## config.mk

```make
export PLATFORM = sky130hd
export DESIGN_NAME = gms_sequencer
export DESIGN_NICKNAME = d
export VERILOG_FILES = /design/src/gms_pkg.sv /design/src/gms_sequencer.sv
export VERILOG_INCLUDE_DIRS = /design/src
export SDC_FILE = /design/constraint.sdc
export NUM_CORES = 1
export LEC_CHECK = 0
export BUFFER_PORTS_ARGS = -buffer_cell sky130_fd_sc_hd__buf_2
export CAP_MARGIN = 20
export CORE_AREA = 2 2 175 177
export CTS_CLUSTER_DIAMETER = 30
export DETAILED_ROUTE_END_ITERATION = 8
export DIE_AREA = 0 0 177 179
export GPL_TIMING_DRIVEN = 1
export PLACE_DENSITY = 0.77
export SLEW_MARGIN = 20
export SYNTH_ARGS = -nofsm -noshare
export SYNTH_HDL_FRONTEND = slang
export SYNTH_SLANG_ARGS = --single-unit
```

## constraint.sdc

```tcl
create_clock -name CLOCK -period 17 [get_ports CLOCK]
set_input_delay 3.4 -clock CLOCK [delete_from_list [all_inputs] [get_ports CLOCK]]
set_output_delay 3.4 -clock CLOCK [all_outputs]
set_load 0.01 [all_outputs]
```

## src/gms_cfg.svh

```systemverilog
`ifndef GMS_CFG_SVH
`define GMS_CFG_SVH

// ****************************************************************
// Timing
// ****************************************************************
`define GMS_CLK_PERIOD_NS     10
`define GMS_SAMPLE_PERIOD_NS  1000000
`define GMS_MICROSECOND_NS    1000
`define GMS_SETTLE_TIME_NS    1000000
`define GMS_STARTUP_TIME_NS   100000000

// ****************************************************************
// Register offsets (byte addresses)
// ****************************************************************
`define GMS_REG_CTRL          4'h0
`define GMS_REG_CONFIG        4'h4
`define GMS_REG_STATUS        4'h8
`define GMS_REG_LATENCY       4'hc

// ****************************************************************
// Control register bits (write one to act)
// ****************************************************************
`define GMS_CTRL_RESET        0
`define GMS_CTRL_REQ_PART     1
`define GMS_CTRL_REQ_SERIAL   2
`define GMS_CTRL_REQ_CONFIG   3
`define GMS_CTRL_SVC_ENTER    4
`define GMS_CTRL_SVC_NORMAL   5
`define GMS_CTRL_SVC_INIT     6

// ****************************************************************
// Configuration register fields and reset values
// ****************************************************************
`define GMS_CFG_TRIG_BIT      0
`define GMS_CFG_DIV_LSB       8
`define GMS_CFG_DIV_MSB       15
`define GMS_CFG_TRIG_RESET    1'b0
`define GMS_CFG_DIV_RESET     8'h04

// ****************************************************************
// Status byte bit positions
// ****************************************************************
`define GMS_ST_INTEGRITY      7
`define GMS_ST_STARTUP        6
`define GMS_ST_OPCOND         5
`define GMS_ST_OVERLOAD       4
`define GMS_ST_CHANNEL        3

`endif

```

## src/gms_pkg.sv

```systemverilog
package gms_pkg;

	// Operating modes of the sequencer
	typedef enum logic [2:0]
	{
		MODE_INIT_SETTLE,
		MODE_INIT_PART,
		MODE_INIT_SERIAL,
		MODE_INIT_CONFIG,
		MODE_INIT_FLUSH,
		MODE_NORMAL,
		MODE_SERVICE
	} gms_mode_e;

	// Datagram kinds handed to the transmitter
	typedef enum logic [1:0]
	{
		KIND_PART,
		KIND_SERIAL,
		KIND_CONFIG,
		KIND_MEASURE
	} gms_kind_e;

endpackage : gms_pkg

```

## src/gms_sequencer.sv

```systemverilog
// The placing of the registers and the Avalon-MM interface to the registers are this design's own decisions.
`timescale 1ns/1ps
`include "gms_cfg.svh"

module gms_sequencer #(
	parameter int AXES           = 3,
	parameter int SAMPLE_CYCLES  = `GMS_SAMPLE_PERIOD_NS / `GMS_CLK_PERIOD_NS,
	parameter int SETTLE_CYCLES  = `GMS_SETTLE_TIME_NS / `GMS_CLK_PERIOD_NS,
	parameter int STARTUP_CYCLES = `GMS_STARTUP_TIME_NS / `GMS_CLK_PERIOD_NS
)(
	// Clock and reset
	input  wire logic                CLOCK,
	input  wire logic                RESETN,
	// Device pins
	input  wire logic                EXTERNAL_RESET_LOW,
	input  wire logic                TRIGGER_INPUT,
	// Measurement front end
	input  wire logic [AXES*24-1:0]  RATE_SAMPLE,
	input  wire logic                ERR_INTEGRITY,
	input  wire logic                ERR_OPCOND,
	input  wire logic                ERR_OVERLOAD,
	input  wire logic                ERR_CHANNEL,
	input  wire logic [2:0]          ERR_AXIS,
	output logic                     CHANNEL_SYNC,
	output logic                     SAMPLE_STROBE,
	// Datagram transmitter
	output logic                     TX_VALID,
	input  wire logic                TX_READY,
	output logic [1:0]               TX_KIND,
	output logic [7:0]               TX_STATUS,
	output logic [AXES*8-1:0]        TX_RATE_BYTE_HIGH,
	output logic [AXES*8-1:0]        TX_RATE_BYTE_MID,
	output logic [AXES*8-1:0]        TX_RATE_BYTE_LOW,
	output logic [15:0]              TX_LATENCY,
	// Avalon-MM slave
	input  wire logic [3:0]          AVS_ADDRESS,
	input  wire logic                AVS_READ,
	input  wire logic                AVS_WRITE,
	input  wire logic [31:0]         AVS_WRITEDATA,
	input  wire logic [3:0]          AVS_BYTEENABLE,
	output logic [31:0]              AVS_READDATA,
	output logic                     AVS_WAITREQUEST
);

	localparam int US_CYCLES = `GMS_MICROSECOND_NS / `GMS_CLK_PERIOD_NS;

	// ****************************************************************
	// Elaboration checks
	// ****************************************************************
	if (AXES < 1 || AXES > 3)
	begin : g_bad_axes
		$error("AXES must be 1 to 3");
	end
	if (SAMPLE_CYCLES < 2 || SETTLE_CYCLES < 1 || STARTUP_CYCLES < 1 || US_CYCLES > 4096)
	begin : g_bad_counts
		$error("Timing counts out of range");
	end

	// ****************************************************************
	// Declarations
	// ****************************************************************
	logic                 rst_s1_reg;
	logic                 rst_n;
	logic                 ers_s1_reg, ers_s2_reg, ers_s3_reg, ext_level_reg;
	logic                 trg_s1_reg, trg_s2_reg, trg_s3_reg, trg_level_reg;
	logic                 trig_fall;
	gms_pkg::gms_mode_e   mode_reg, mode_next;
	gms_pkg::gms_kind_e   launch_kind, tx_kind_reg;
	logic                 launch;
	logic                 can_launch;
	logic [31:0]          cnt_reg, cnt_next;
	logic [31:0]          st_cnt_reg;
	logic                 startup_reg, startup_next;
	logic [31:0]          smp_cnt_reg;
	logic                 tick;
	logic [7:0]           dec_cnt_reg;
	logic [7:0]           div_eff;
	logic                 dec_hit;
	logic [11:0]          us_pre_reg;
	logic [15:0]          lat_us_reg, trig_lat_reg;
	logic [2:0]           req_reg, req_next, req_set, req_clr;
	logic                 meas_pend_reg, meas_set;
	logic                 cfg_trig_reg;
	logic [7:0]           cfg_div_reg;
	logic                 ack_reg;
	logic                 bus_acc;
	logic                 wr_ctrl, wr_cfg;
	logic [31:0]          rd_mux;
	logic [7:0]           status_w;
	logic [23:0]          sample_reg [AXES];
	logic                 in_normal;

	// ****************************************************************
	// Reset release and pin synchronisers
	// ****************************************************************
	// Release the block reset through two flip-flops
	always_ff @(posedge CLOCK or negedge RESETN)
	begin
		if (!RESETN)
		begin
			rst_s1_reg <= 1'b0;
			rst_n      <= 1'b0;
		end
		else
		begin
			rst_s1_reg <= 1'b1;
			rst_n      <= rst_s1_reg;
		end
	end

	// Pin levels count once the second and third stages agree; idle high as pulled up
	always_ff @(posedge CLOCK or negedge rst_n)
	begin
		if (!rst_n)
		begin
			{ers_s1_reg, ers_s2_reg, ers_s3_reg, ext_level_reg} <= 4'hf;
			{trg_s1_reg, trg_s2_reg, trg_s3_reg, trg_level_reg} <= 4'hf;
		end
		else
		begin
			{ers_s1_reg, ers_s2_reg, ers_s3_reg} <= {EXTERNAL_RESET_LOW, ers_s1_reg, ers_s2_reg};
			{trg_s1_reg, trg_s2_reg, trg_s3_reg} <= {TRIGGER_INPUT, trg_s1_reg, trg_s2_reg};
			if (ers_s2_reg == ers_s3_reg)
				ext_level_reg <= ers_s3_reg;
			if (trg_s2_reg == trg_s3_reg)
				trg_level_reg <= trg_s3_reg;
		end
	end

	// Falling edge only; rising edges never start a transmission
	assign trig_fall = (trg_s2_reg == trg_s3_reg) & ~trg_s3_reg & trg_level_reg;

	// ****************************************************************
	// Internal sampling and latency
	// ****************************************************************
	assign in_normal = (mode_reg == gms_pkg::MODE_NORMAL);
	assign tick      = (smp_cnt_reg == 32'(SAMPLE_CYCLES - 1));
	assign div_eff   = (cfg_div_reg == 8'h00) ? 8'h01 : cfg_div_reg;
	assign dec_hit   = tick & in_normal & (dec_cnt_reg == div_eff - 8'h01);

	// Sample clock runs except while channels are held in reset
	always_ff @(posedge CLOCK or negedge rst_n)
	begin
		if (!rst_n)
		begin
			smp_cnt_reg <= 32'h0;
			dec_cnt_reg <= 8'h00;
		end
		else
		begin
			if (mode_reg == gms_pkg::MODE_INIT_SETTLE || tick)
				smp_cnt_reg <= 32'h0;
			else
				smp_cnt_reg <= smp_cnt_reg + 32'h1;
			if (!in_normal || dec_hit)
				dec_cnt_reg <= 8'h00;
			else if (tick)
				dec_cnt_reg <= dec_cnt_reg + 8'h01;
		end
	end

	// Latest sample per axis; older ones are simply overwritten
	for (genvar a = 0; a < AXES; a++)
	begin : g_axis
		always_ff @(posedge CLOCK or negedge rst_n)
		begin
			if (!rst_n)
				sample_reg[a] <= 24'h0;
			else if (tick)
				sample_reg[a] <= RATE_SAMPLE[a*24 +: 24];
		end
		always_ff @(posedge CLOCK or negedge rst_n)
		begin
			if (!rst_n)
				{TX_RATE_BYTE_HIGH[a*8 +: 8], TX_RATE_BYTE_MID[a*8 +: 8],
					TX_RATE_BYTE_LOW[a*8 +: 8]} <= 24'h0;
			else if (launch && launch_kind == gms_pkg::KIND_MEASURE)
				{TX_RATE_BYTE_HIGH[a*8 +: 8], TX_RATE_BYTE_MID[a*8 +: 8],
					TX_RATE_BYTE_LOW[a*8 +: 8]} <= sample_reg[a];
		end
	end

	// Microseconds since the last sample; saturates rather than wrapping
	always_ff @(posedge CLOCK or negedge rst_n)
	begin
		if (!rst_n)
		begin
			us_pre_reg   <= 12'h0;
			lat_us_reg   <= 16'h0;
			trig_lat_reg <= 16'h0;
		end
		else
		begin
			us_pre_reg <= (tick || us_pre_reg == 12'(US_CYCLES - 1)) ? 12'h0 : us_pre_reg + 12'h1;
			if (tick)
				lat_us_reg <= 16'h0;
			else if (us_pre_reg == 12'(US_CYCLES - 1) && lat_us_reg != 16'hffff)
				lat_us_reg <= lat_us_reg + 16'h1;
			if (trig_fall)
				trig_lat_reg <= lat_us_reg;
		end
	end

	// ****************************************************************
	// Mode sequencer
	// ****************************************************************
	assign can_launch = ~TX_VALID;

	// Next mode and datagram launch; external reset overrides everything
	always_comb
	begin
		mode_next   = mode_reg;
		launch      = 1'b0;
		launch_kind = gms_pkg::KIND_MEASURE;
		case (mode_reg)
			gms_pkg::MODE_INIT_SETTLE:
				if (cnt_reg == 32'(SETTLE_CYCLES - 1))
					mode_next = gms_pkg::MODE_INIT_PART;
			gms_pkg::MODE_INIT_PART:
				if (can_launch)
				begin
					launch      = 1'b1;
					launch_kind = gms_pkg::KIND_PART;
					mode_next   = gms_pkg::MODE_INIT_SERIAL;
				end
			gms_pkg::MODE_INIT_SERIAL:
				if (can_launch)
				begin
					launch      = 1'b1;
					launch_kind = gms_pkg::KIND_SERIAL;
					mode_next   = gms_pkg::MODE_INIT_CONFIG;
				end
			gms_pkg::MODE_INIT_CONFIG:
				if (can_launch)
				begin
					launch      = 1'b1;
					launch_kind = gms_pkg::KIND_CONFIG;
					mode_next   = gms_pkg::MODE_INIT_FLUSH;
				end
			gms_pkg::MODE_INIT_FLUSH:
				if (can_launch)
					mode_next = gms_pkg::MODE_NORMAL;
			gms_pkg::MODE_NORMAL:
				if (wr_ctrl && AVS_WRITEDATA[`GMS_CTRL_RESET])
					mode_next = gms_pkg::MODE_INIT_SETTLE;
				else if (wr_ctrl && AVS_WRITEDATA[`GMS_CTRL_SVC_ENTER])
					mode_next = gms_pkg::MODE_SERVICE;
				else if (can_launch && req_reg != 3'b000)
				begin
					launch      = 1'b1;
					launch_kind = req_reg[0] ? gms_pkg::KIND_PART :
						(req_reg[1] ? gms_pkg::KIND_SERIAL : gms_pkg::KIND_CONFIG);
				end
				else if (can_launch && meas_pend_reg)
					launch = 1'b1;
			gms_pkg::MODE_SERVICE:
				if (wr_ctrl && AVS_WRITEDATA[`GMS_CTRL_SVC_INIT])
					mode_next = gms_pkg::MODE_INIT_SETTLE;
				else if (wr_ctrl && AVS_WRITEDATA[`GMS_CTRL_SVC_NORMAL])
					mode_next = gms_pkg::MODE_NORMAL;
			default:
				mode_next = gms_pkg::MODE_INIT_SETTLE;
		endcase
		if (!ext_level_reg)
		begin
			mode_next = gms_pkg::MODE_INIT_SETTLE;
			launch    = 1'b0;
		end
	end

	// Settle counter restarts on every entry and while the reset pin is low
	assign cnt_next = (mode_reg == gms_pkg::MODE_INIT_SETTLE && mode_next == mode_reg && ext_level_reg)
		? cnt_reg + 32'h1 : 32'h0;

	// Start-up flag only on the init-to-normal path, never from service
	assign startup_next = (mode_reg == gms_pkg::MODE_INIT_FLUSH && mode_next == gms_pkg::MODE_NORMAL)
		| (startup_reg & (mode_next == gms_pkg::MODE_NORMAL)
		& (st_cnt_reg != 32'(STARTUP_CYCLES - 1)));

	// Mode state and counters
	always_ff @(posedge CLOCK or negedge rst_n)
	begin
		if (!rst_n)
		begin
			mode_reg     <= gms_pkg::MODE_INIT_SETTLE;
			cnt_reg      <= 32'h0;
			startup_reg  <= 1'b0;
			st_cnt_reg   <= 32'h0;
			CHANNEL_SYNC <= 1'b1;
		end
		else
		begin
			mode_reg     <= mode_next;
			cnt_reg      <= cnt_next;
			startup_reg  <= startup_next;
			st_cnt_reg   <= startup_next ? st_cnt_reg + 32'h1 : 32'h0;
			CHANNEL_SYNC <= (mode_next == gms_pkg::MODE_INIT_SETTLE);
		end
	end

	// ****************************************************************
	// Pending requests and transmit hand-off
	// ****************************************************************
	assign req_set = (wr_ctrl && in_normal) ? AVS_WRITEDATA[`GMS_CTRL_REQ_CONFIG:`GMS_CTRL_REQ_PART]
		: 3'b000;
	assign req_clr = {launch && in_normal && launch_kind == gms_pkg::KIND_CONFIG,
		launch && in_normal && launch_kind == gms_pkg::KIND_SERIAL,
		launch && in_normal && launch_kind == gms_pkg::KIND_PART};
	assign req_next = (mode_next == gms_pkg::MODE_NORMAL) ? ((req_reg & ~req_clr) | req_set) : 3'b000;

	// Trigger in trigger mode, decimation otherwise; service ignores both
	assign meas_set = in_normal & (cfg_trig_reg ? trig_fall : dec_hit);

	// Status byte: errors never hold back a datagram
	assign status_w[`GMS_ST_INTEGRITY] = ERR_INTEGRITY;
	assign status_w[`GMS_ST_STARTUP]   = startup_reg;
	assign status_w[`GMS_ST_OPCOND]    = ERR_OPCOND;
	assign status_w[`GMS_ST_OVERLOAD]  = ERR_OVERLOAD;
	assign status_w[`GMS_ST_CHANNEL]   = ERR_CHANNEL;
	assign status_w[2:0]               = ERR_AXIS;

	// Datagram hand-off holds until the transmitter takes it
	always_ff @(posedge CLOCK or negedge rst_n)
	begin
		if (!rst_n)
		begin
			req_reg       <= 3'b000;
			meas_pend_reg <= 1'b0;
			TX_VALID      <= 1'b0;
			tx_kind_reg   <= gms_pkg::KIND_PART;
			TX_STATUS     <= 8'h00;
			TX_LATENCY    <= 16'h0;
			SAMPLE_STROBE <= 1'b0;
		end
		else
		begin
			req_reg       <= req_next;
			meas_pend_reg <= in_normal & (meas_set | (meas_pend_reg & ~(launch
				&& launch_kind == gms_pkg::KIND_MEASURE)));
			TX_VALID      <= launch | (TX_VALID & ~TX_READY);
			SAMPLE_STROBE <= tick;
			if (launch)
			begin
				tx_kind_reg <= launch_kind;
				TX_STATUS   <= status_w;
				TX_LATENCY  <= cfg_trig_reg ? trig_lat_reg : lat_us_reg;
			end
		end
	end

	assign TX_KIND = tx_kind_reg;

	// ****************************************************************
	// Avalon-MM slave: one wait state on every access
	// ****************************************************************
	assign bus_acc         = AVS_READ | AVS_WRITE;
	assign AVS_WAITREQUEST = bus_acc & ~ack_reg;
	assign wr_ctrl = AVS_WRITE & ack_reg & AVS_BYTEENABLE[0] & (AVS_ADDRESS == `GMS_REG_CTRL);
	assign wr_cfg  = AVS_WRITE & ack_reg & (AVS_ADDRESS == `GMS_REG_CONFIG);
	assign rd_mux  = (AVS_ADDRESS == `GMS_REG_CONFIG) ? {16'h0, cfg_div_reg, 7'h00, cfg_trig_reg} :
		(AVS_ADDRESS == `GMS_REG_STATUS) ? {16'h0, 3'b000, TX_VALID, 1'b0, 3'(mode_reg), status_w} :
		(AVS_ADDRESS == `GMS_REG_LATENCY) ? {16'h0, trig_lat_reg} : 32'h0;

	// Bus state and the configuration register
	always_ff @(posedge CLOCK or negedge rst_n)
	begin
		if (!rst_n)
		begin
			ack_reg      <= 1'b0;
			AVS_READDATA <= 32'h0;
			cfg_trig_reg <= `GMS_CFG_TRIG_RESET;
			cfg_div_reg  <= `GMS_CFG_DIV_RESET;
		end
		else
		begin
			ack_reg <= bus_acc & ~ack_reg;
			if (AVS_READ && !ack_reg)
				AVS_READDATA <= rd_mux;
			if (wr_cfg && AVS_BYTEENABLE[0])
				cfg_trig_reg <= AVS_WRITEDATA[`GMS_CFG_TRIG_BIT];
			if (wr_cfg && AVS_BYTEENABLE[1])
				cfg_div_reg <= AVS_WRITEDATA[`GMS_CFG_DIV_MSB:`GMS_CFG_DIV_LSB];
		end
	end
endmodule : gms_sequencer

```

==> flow_summary_export.csv, run 1 <==
group,metric,value,unit
outcome,status,"finished clean",
floorplanning,die_w,177,um
worst_setup_path,cp_data_arrival_time,3.84,ns
placement,port_buffers,224,
power,swShare,22.0,%
power,switchingPower,0.000535,W
floorplanning,fp.dieArea,0.0317,mm2
sta,finalClockSkew,0.0298,ns
drt,wl,39.3,mm
drt,ant_nets,0,
sta,drv_slew,0,
sta,finalSetupViolCount,0,
finish,nFillCells,2133,
synth,avgSynthCellArea,10.5,um2
synth,synthArstFlopShare,100,%
finish,drive_gt1_share,26.6,%
drt,viasPerCell,5.51,
power,p_per_area,121,mW/mm2
synth,synth_ff_type,"dfrtp_1",
synth,synth_top_cell_area_share,55.0,%
drt,dr.pass1.iters,7,
power,p_clk_share,60.0,%
synth,ys_warn_count,0,
finish,multiInputGateArea,0.00657,mm2
flow_run,maxCapViolCount,0,
synth,synth_edf_count,0,
grt,grt_pass1_vias,12400,
sta,tns,0,ns
grt,antenna_found_initial,2,
sta,min_period_over_period,42.6,%
drt,drt_iter0_markers,875,
clock_network,ctsRootBufferMaster,"clkbuf_16",
synth,synth_cell_types,63,
floorplanning,io_pins,260,
placement,dp.final_hpwl,24.5,mm
worst_setup_path,cp_max_fo,4,
clock_network,htree_num_levels,3,
worst_setup_path,crit_required,13.60,ns
clock_network,clk_pin_slew,0.05,ns
worst_hold_path,hp-class,"reg2async",
power,p_seq_share,36.7,%
worst_setup_path,cp-end-kind,"primary output",
sta,relSlewSlack,29.9,%
sta,tightest_slew,1.05,ns
clock_network,clock_sinks,365,
synth,synthTopCellsByArea,"dfrtp_1 (55%), nand2_1 (7.2%), mux2_2 (7.2%), xor2_1 (4.6%), nor2_1 (4.0%)",
drt,routedWlPerCell,17.5,um
placement,gp_congestion,0.864,
placement,place_ws,9.77,ns
sta,post-route-min-period,7.24,ns
sta,hold_viol,0,
clock_network,clock_latency,0.57,ns
clock_network,clockBufferDepth,3,
grt,grt_use_total,24.6,%
power,total_power,0.00243,W
drt,drcViolationCount,0,
finish,final_nets,1921,
floorplanning,std_cell_rows,64,
grt,grt_pass1_wl,62.3,mm
floorplanning,die_h,179,um
floorplanning,initial_core_util,53.8,%
synth,syn_inst,1542,
sta,layout_setup_ws,9.76,ns
finish,fin_cells,2243,
synth,yosysMostFrequentCell,"dfrtp_1",
clock_network,cts_buffers,72,
clock_network,cts_tree,"done",
sta,max_freq,138,MHz
synth,synth_seq_cells,365,
grt,grt_overflow,0,
grt,grt_max_degree,80,
power,p_int,0.00190,W
clock_network,cts_setup_buffers,0,
drt,vias,12400,
synth,ys_seq_area_share,56.6,%
synth,syn_area,0.0162,mm2
worst_setup_path,worst-setup-path-type,"in2out",
clock_network,postCtsHoldBufs,0,
placement,dp.cells,2107,
power,vdd_drop_max,0.0933,mV
synth,synth_area_leader_cell,"dfrtp_1",
clock_network,cts_repair_resize_count,0,
worst_setup_path,crit_path_start_kind,"input port",
power,pwr-share-comb,3.3,%
synth,synth_commonest_cells,"dfrtp_1 (355), nand2_1 (310), nor2_1 (172)",
power,leakage,9.82,nW
finish,largest_reg_flops,72,
floorplanning,core_area,0.0300,mm2
finish,regArea,0.00915,mm2
finish,synthToLayoutAreaGrowth,24.4,%
sta,rsz0062_at_grt,"false",
## critical path, stage by stage
cell	delay, ns
buf_2	0.12
nor2_1	0.05
nor2_1	0.11
buf_2	0.16
## power by group through the flow
| stage | clock [W] | combinational, W | sequential, W |
|---|---|---|---|
| after floorplan | 0 | 0.0000468 | 0.000912 |
| after global placement | 0 | 0.0000727 | 0.000908 |
| final | 0.00146 | 0.0000793 | 0.000893 |
| after global routing | 0.00153 | 0.0000900 | 0.000894 |
| after CTS | 0.00147 | 0.0000761 | 0.000896 |
| after detailed placement | 0 | 0.0000749 | 0.000909 |
## worst paths after layout
kind / start / to / slack, ns / depth (start not counted)
min: rst_n / TX_RATE_BYTE_LOW[19] / 0.20 / 0
min in group CLOCK: rst_s1_reg / rst_n / 0.35 / 0
min reg2reg: rst_n / TX_RATE_BYTE_LOW[19] / 0.20 / 0
max reg2reg: smp_cnt_reg[11] / sample_reg[5] / 13.89 / 6
max in group asynchronous: rst_n / us_pre_reg[7] / 14.06 / 4
max: AVS_WRITE / AVS_WAITREQUEST / 9.76 / 4
## metal layers
layer	wire length, um	GRT usage, %	vias up
met4	1340	10.8	0
met3	2490	5.45	104
met5	0	0	-
met1	15500	30.8	6115
li1	-	-	5703
met2	20000	41.2	438
## kinds of logic after synthesis
| family | after synthesis | synth area share, % |
|---|---|---|
| simple gates | 712 | 20.2 |
| flops | 365 | 56.6 |
| xor+xnor | 125 | 6.77 |
| mux | 125 | 8.54 |
| compound gates | 103 | 3.95 |
| buf+inv | 101 | 3.21 |
| fa+ha+maj | 9 | 0.681 |
| other cells | 2 | 0.0465 |
## cells in the final DEF (no fill, tap or decap), types with 10 or more instances in the layout
master     count
conb_1        17
dfstp_2       10
a21oi_1       36
xor2_1        84
clkbuf_16     73
and3_1        15
nand4_1       38
xnor2_1       41
buf_2        224
nand2_1      309
mux2i_1       22
nor4_1        22
and4_1        14
nand3_1       50
clkbuf_1      10
buf_4         10
o21ai_0       27
nor3_1        27
nor2_1       172
clkinv_2      18
mux2_2       103
dfrtp_1      354
bufinv_16     10
inv_1         21
## through the flow
step	hold WS, ns	util (%)	area, um2
after floorplan	0.331	-	16200
after global placement	0.337	58.2	17500
after detailed placement	0.341	58.2	17500
after CTS	0.350	66.7	20000
after global routing	0.207	66.9	20100
final	0.199	66.9	20100
## area by class of cell
cell class / instances / area share [%]
Tap cell: 396 / 2.46
Clock inverter: 40 / 2.83
Antenna cell: 2 / 0.0249
Inverter: 21 / 0.392
Timing Repair Buffer: 236 / 6.22
Multi-Input combinational cell: 1091 / 32.7
Sequential cell: 365 / 45.5
Clock buffer: 92 / 9.89
No activity file was read; power rests on OpenSTA's default activity.
==> run 2, diff against run 1 <==
- CORE_AREA: 2 2 175 177 -> 2 2 182 184
- DIE_AREA: 0 0 177 179 -> 0 0 184 186
- PLACE_DENSITY: 0.77 -> 0.75
- clock period: 17 -> 6.55 ns (I/O delays scaled with it)
==> flow_summary_export.csv, run 2 (synthesis gave the netlist of run 1 again) <==
group,metric,value,unit
finish,synthToLayoutAreaGrowth,25.2,%
floorplanning,core_area,0.0322,mm2
sta,hold_viol,0,
floorplanning,fp.dieArea,0.0342,mm2
finish,largest_reg_flops,72,
clock_network,cts_setup_buffers,0,
drt,drcViolationCount,0,
worst_setup_path,cp_data_arrival_time,4.20,ns
clock_network,cts_tree,"done",
placement,port_buffers,224,
drt,wl,37.7,mm
grt,grt_max_degree,172,
worst_setup_path,cp_cell_sequence,"buf_2 -> and4b_1 -> a311oi_2 -> nand3_1 -> nand2_1 -> buf_4 -> mux2_2",
finish,final_nets,1918,
drt,vias,12100,
power,vdd_drop_max,0.222,mV
sta,tightest_slew,1.00,ns
clock_network,cts_buffers,74,
finish,layout_common_cells,"dfrtp_1 (354), nand2_1 (309), buf_2 (224), nor2_1 (172), mux2_2 (103)",
worst_setup_path,cp_max_fo,26,
clock_network,clockBufferDepth,3,
finish,drive_gt1_share,26.8,%
worst_setup_path,r2r-start,"mode_reg[1]",
flow_run,maxCapViolCount,0,
grt,grt_use_total,21.8,%
grt,grt_pass1_wl,60.2,mm
clock_network,cts_repair_resize_count,0,
power,p_per_area,325,mW/mm2
finish,final_common_cell,"dfrtp_1",
floorplanning,initial_core_util,50.2,%
sta,tns,0,ns
worst_setup_path,slowest_delay,0.75,ns
clock_network,htree_num_levels,3,
finish,design_area,0.0202,mm2
drt,viasPerCell,5.38,
sta,finalSetupViolCount,0,
clock_network,clock_latency,0.57,ns
sta,finalClockSkew,0.0359,ns
outcome,status,"finished clean",
placement,dp.final_hpwl,24.4,mm
sta,drv_slew,0,
sta,relSlewSlack,33.2,%
sta,rsz0062_at_grt,"false",
placement,place_area,0.0175,mm2
worst_setup_path,crit_required,6.98,ns
placement,place_ws,2.35,ns
clock_network,clock_sinks,365,
worst_setup_path,cp-startpoint,"AVS_ADDRESS[3]",
sta,max_freq,266,MHz
worst_setup_path,crit_path_start_kind,"input port",
worst_setup_path,cp-end-kind,"flop",
floorplanning,io_pins,260,
sta,min_period_over_period,57.5,%
drt,dr.pass1.iters,5,
grt,grt_overflow,0,
power,leakage,9.86,nW
worst_setup_path,slowest_stage,"nand2_1",
drt,drt_iter0_markers,818,
floorplanning,std_cell_rows,66,
worst_hold_path,worstHoldStart,"rst_s1_reg",
grt,antenna_found_initial,4,
worst_setup_path,worst-setup-path-type,"in2reg",
worst_hold_path,hp-class,"reg2reg",
clock_network,ctsRootBufferMaster,"clkbuf_16",
drt,routedWlPerCell,16.7,um
floorplanning,die_h,186,um
drt,ant_nets,0,
sta,layout_setup_ws,2.78,ns
grt,grt_pass1_vias,12000,
placement,gp_congestion,0.828,
sta,post-route-min-period,3.77,ns
clock_network,clk_pin_slew,0.04,ns
floorplanning,die_w,184,um
clock_network,postCtsHoldBufs,0,
[run 2: cell types whose count changed in the layout (fill, tap and decap cells not counted), sizes merged]
cell and delta:
clkinv -7, bufinv +7, diode +2, inv +3
clkbuf -5, buf -5, clkinvlp +5
[run 2: path summary, 6_finish.rpt]
check	end	slack, ns	depth (start not counted)
hold reg to reg	rst_n	0.35	0
setup / recovery	TX_STATUS[6]	2.78	7
hold / removal	rst_n	0.35	0
max in group asynchronous	TX_STATUS[0]	4.68	1
min in group asynchronous	TX_RATE_BYTE_LOW[3]	0.44	0
setup reg to reg	TX_STATUS[6]	2.97	6
[run 2: power by group]
group	switching, W	internal (W)	leakage [nW]
logic	0.000116	0.0000792	3.59
registers	0.0000392	0.00228	4.94
clock network	0.00122	0.00283	1.32
[run 2: final cells by class]
cell class	count	area [um2]
clock buffer	87	1980
inverter	21	78.8
fill	2471	12000
antenna	4	10.0
multi-input combinational	1091	6570
sequential	365	9150
timing repair buffer	231	1200
clock inverter	48	744
tap	408	510
[run 2: routing by layer]
layer | part of all wire [%] | GRT usage, % | up-vias | routed length, um
met5 | 0 | 0 | - | 0
li1 | - | - | 5696 | -
met1 | 41 | 27.5 | 5969 | 15600
met2 | 50 | 36.2 | 375 | 18900
met4 | 3.2 | 10.0 | 0 | 1210
met3 | 5.2 | 4.46 | 86 | 1960
[run 2: worst max-delay path, delay by kind of cell]
| kind | cells | cell delay (ns) |
|---|---|---|
| simple gates | 3 | 1.31 |
| buf+inv | 2 | 0.67 |
| compound gates | 1 | 0.53 |
| mux | 1 | 0.36 |
[run 2: through the flow]
stage                     utilization (%)  power (W)  hold WS [ns]  std cells
after floorplan                         -    0.00249         0.331       1557
after global placement               54.3    0.00255         0.336       2116
after detailed placement             54.4    0.00255         0.346       2116
after CTS                            62.8    0.00662         0.355       2251
after global routing                 62.9    0.00677         0.358       2255
final                                62.9    0.00657         0.353       2255
==> run 3, diff against run 2 <==
- CORE_AREA: 2 2 182 184 -> 2 2 175 177
- DIE_AREA: 0 0 184 186 -> 0 0 177 179
- PLACE_DENSITY: 0.75 -> 0.77
- clock period: 6.55 -> 3.8 ns (I/O delays scaled with it)
==> flow_summary_export.csv, run 3 (synthesis gave the netlist of run 1 again) <==
group,metric,value,unit
drt,drt_iter0_markers,735,
worst_setup_path,cp-startpoint,"mode_reg[0]",
finish,nFillCells,2146,
floorplanning,die_h,179,um
placement,port_buffers,224,
grt,grt_use_total,23.9,%
grt,grt_overflow,0,
sta,rsz0062_at_grt,"false",
clock_network,clock_latency,0.59,ns
floorplanning,initial_core_util,53.8,%
worst_setup_path,worst-setup-path-type,"reg2reg",
drt,wl,38.1,mm
clock_network,clk_pin_slew,0.05,ns
finish,synthToLayoutAreaGrowth,25.9,%
clock_network,ctsRootBufferMaster,"clkbuf_16",
power,leakage,9.91,nW
worst_setup_path,crit_required,4.28,ns
worst_setup_path,r2r-start,"mode_reg[0]",
drt,vias,12300,
sta,finalSetupViolCount,0,
sta,hold_ws,0.284,ns
grt,grt_max_degree,77,
floorplanning,core_area,0.0300,mm2
drt,viasPerCell,5.44,
sta,tns,0,ns
drt,ant_nets,0,
finish,layout_common_cells,"dfrtp_1 (354), nand2_1 (309), buf_2 (224), nor2_1 (172), mux2_2 (103)",
worst_setup_path,cp_data_arrival_time,3.34,ns
power,p_per_area,555,mW/mm2
sta,post-route-min-period,2.86,ns
sta,max_freq,350,MHz
outcome,status,"finished clean",
worst_setup_path,crit_path_start_kind,"flop",
finish,final_common_cell,"dfrtp_1",
clock_network,cts_buffers,74,
placement,dp.final_hpwl,24.4,mm
power,vdd_drop_max,0.474,mV
worst_hold_path,worstHoldStart,"TRIGGER_INPUT",
floorplanning,fp.dieArea,0.0317,mm2
sta,hold_viol,0,
sta,relSlewSlack,33.0,%
grt,antenna_found_initial,2,
floorplanning,io_pins,260,
finish,largest_reg_flops,72,
worst_setup_path,cp_max_fo,16,
flow_run,maxCapViolCount,0,
sta,min_period_over_period,75.2,%
sta,tightest_slew,1.00,ns
drt,routedWlPerCell,16.9,um
clock_network,cts_repair_resize_count,0,
sta,drv_slew,0,
floorplanning,die_w,177,um
worst_setup_path,cp-end-kind,"flop",
drt,dr.pass1.iters,6,
placement,gp_congestion,0.868,
worst_hold_path,hp-class,"in2reg",
drt,drcViolationCount,0,
finish,drive_gt1_share,27.1,%
clock_network,clock_sinks,365,
clock_network,htree_num_levels,3,
grt,grt_pass1_wl,61.0,mm
floorplanning,std_cell_rows,64,
clock_network,clockBufferDepth,3,
clock_network,cts_tree,"done",
finish,final_nets,1928,
sta,finalClockSkew,0.0415,ns
grt,grt_pass1_vias,12300,
run 3: cell types whose count changed in the layout (fill, tap and decap cells not counted), moves of 2 or more:
cell / previous run / this run
buf_12: 2 / 6
bufinv_16: 17 / 13
clkinv_2: 15 / 9
inv_16: 0 / 2
clkinv_16: 1 / 3
inv_8: 0 / 3
clkinv_4: 2 / 4
buf_4: 5 / 10
inv_6: 4 / 7
run 3: where the power goes:
| group | leakage [nW] | switching, W | internal, W |
|---|---|---|---|
| Clock | 1.31 | 0.00227 | 0.00466 |
| Combinational | 3.66 | 0.000203 | 0.000142 |
| Sequential | 4.94 | 0.0000693 | 0.00394 |
run 3: layout make-up:
type	count	area (um2)	area share [%]
well taps	396	495	2.44
flip-flops and latches	365	9150	45.0
diodes	3	7.51	0.0369
repair buffers	241	1330	6.52
inverters	21	78.8	0.387
multi-input cells	1091	6560	32.3
clock inverters	49	764	3.76
clock buffers	87	1960	9.64
run 3: routing by layer:
metal | up-vias | GRT usage, % | part of all wire (%)
met2 | 394 | 39.9 | 50
met3 | 101 | 5.11 | 5.4
li1 | 5724 | - | -
met4 | 0 | 11.0 | 3.2
met1 | 6047 | 30.0 | 42
met5 | - | 0 | 0
run 3: path summary, 6_finish.rpt:
kind                                  end  slack (ns)  cells past startpoint
setup / recovery           TX_LATENCY[12]        0.94                      8
setup reg to reg           TX_LATENCY[12]        0.94                      8
hold / removal                 trg_s1_reg        0.28                      1
hold reg to reg                     rst_n        0.34                      0
max in group asynchronous    TX_STATUS[7]        2.23                      1
min in group asynchronous  sample_reg[51]        0.47                      0
run 3: worst max-delay path, cell delays in order (launching register included):
cell,delay (ns)
dfrtp_1,0.59
nand3b_1,0.46
a311oi_2,0.38
buf_4,0.19
nand3_1,0.11
nand2_1,0.52
buf_4,0.32
nor2_1,0.07
a21oi_1,0.13
run 3: what timing repair did:
action | in CTS | in global routing
setup buffers | 0 | 0
hold buffers | 1 | 0
hold endpoints to repair | 2 | 0
run 3: through the flow:
stage,cell area (um2),setup WS [ns],total power (W),util (%),std cells
floorplan,16200,0.206,0.00429,-,1557
global placement,17600,0.770,0.00440,58.6,2113
detailed placement,17600,0.753,0.00441,58.6,2113
CTS,20300,0.938,0.0114,67.7,2250
global route,20300,0.620,0.0116,67.8,2252
finish,20300,0.943,0.0113,67.8,2253
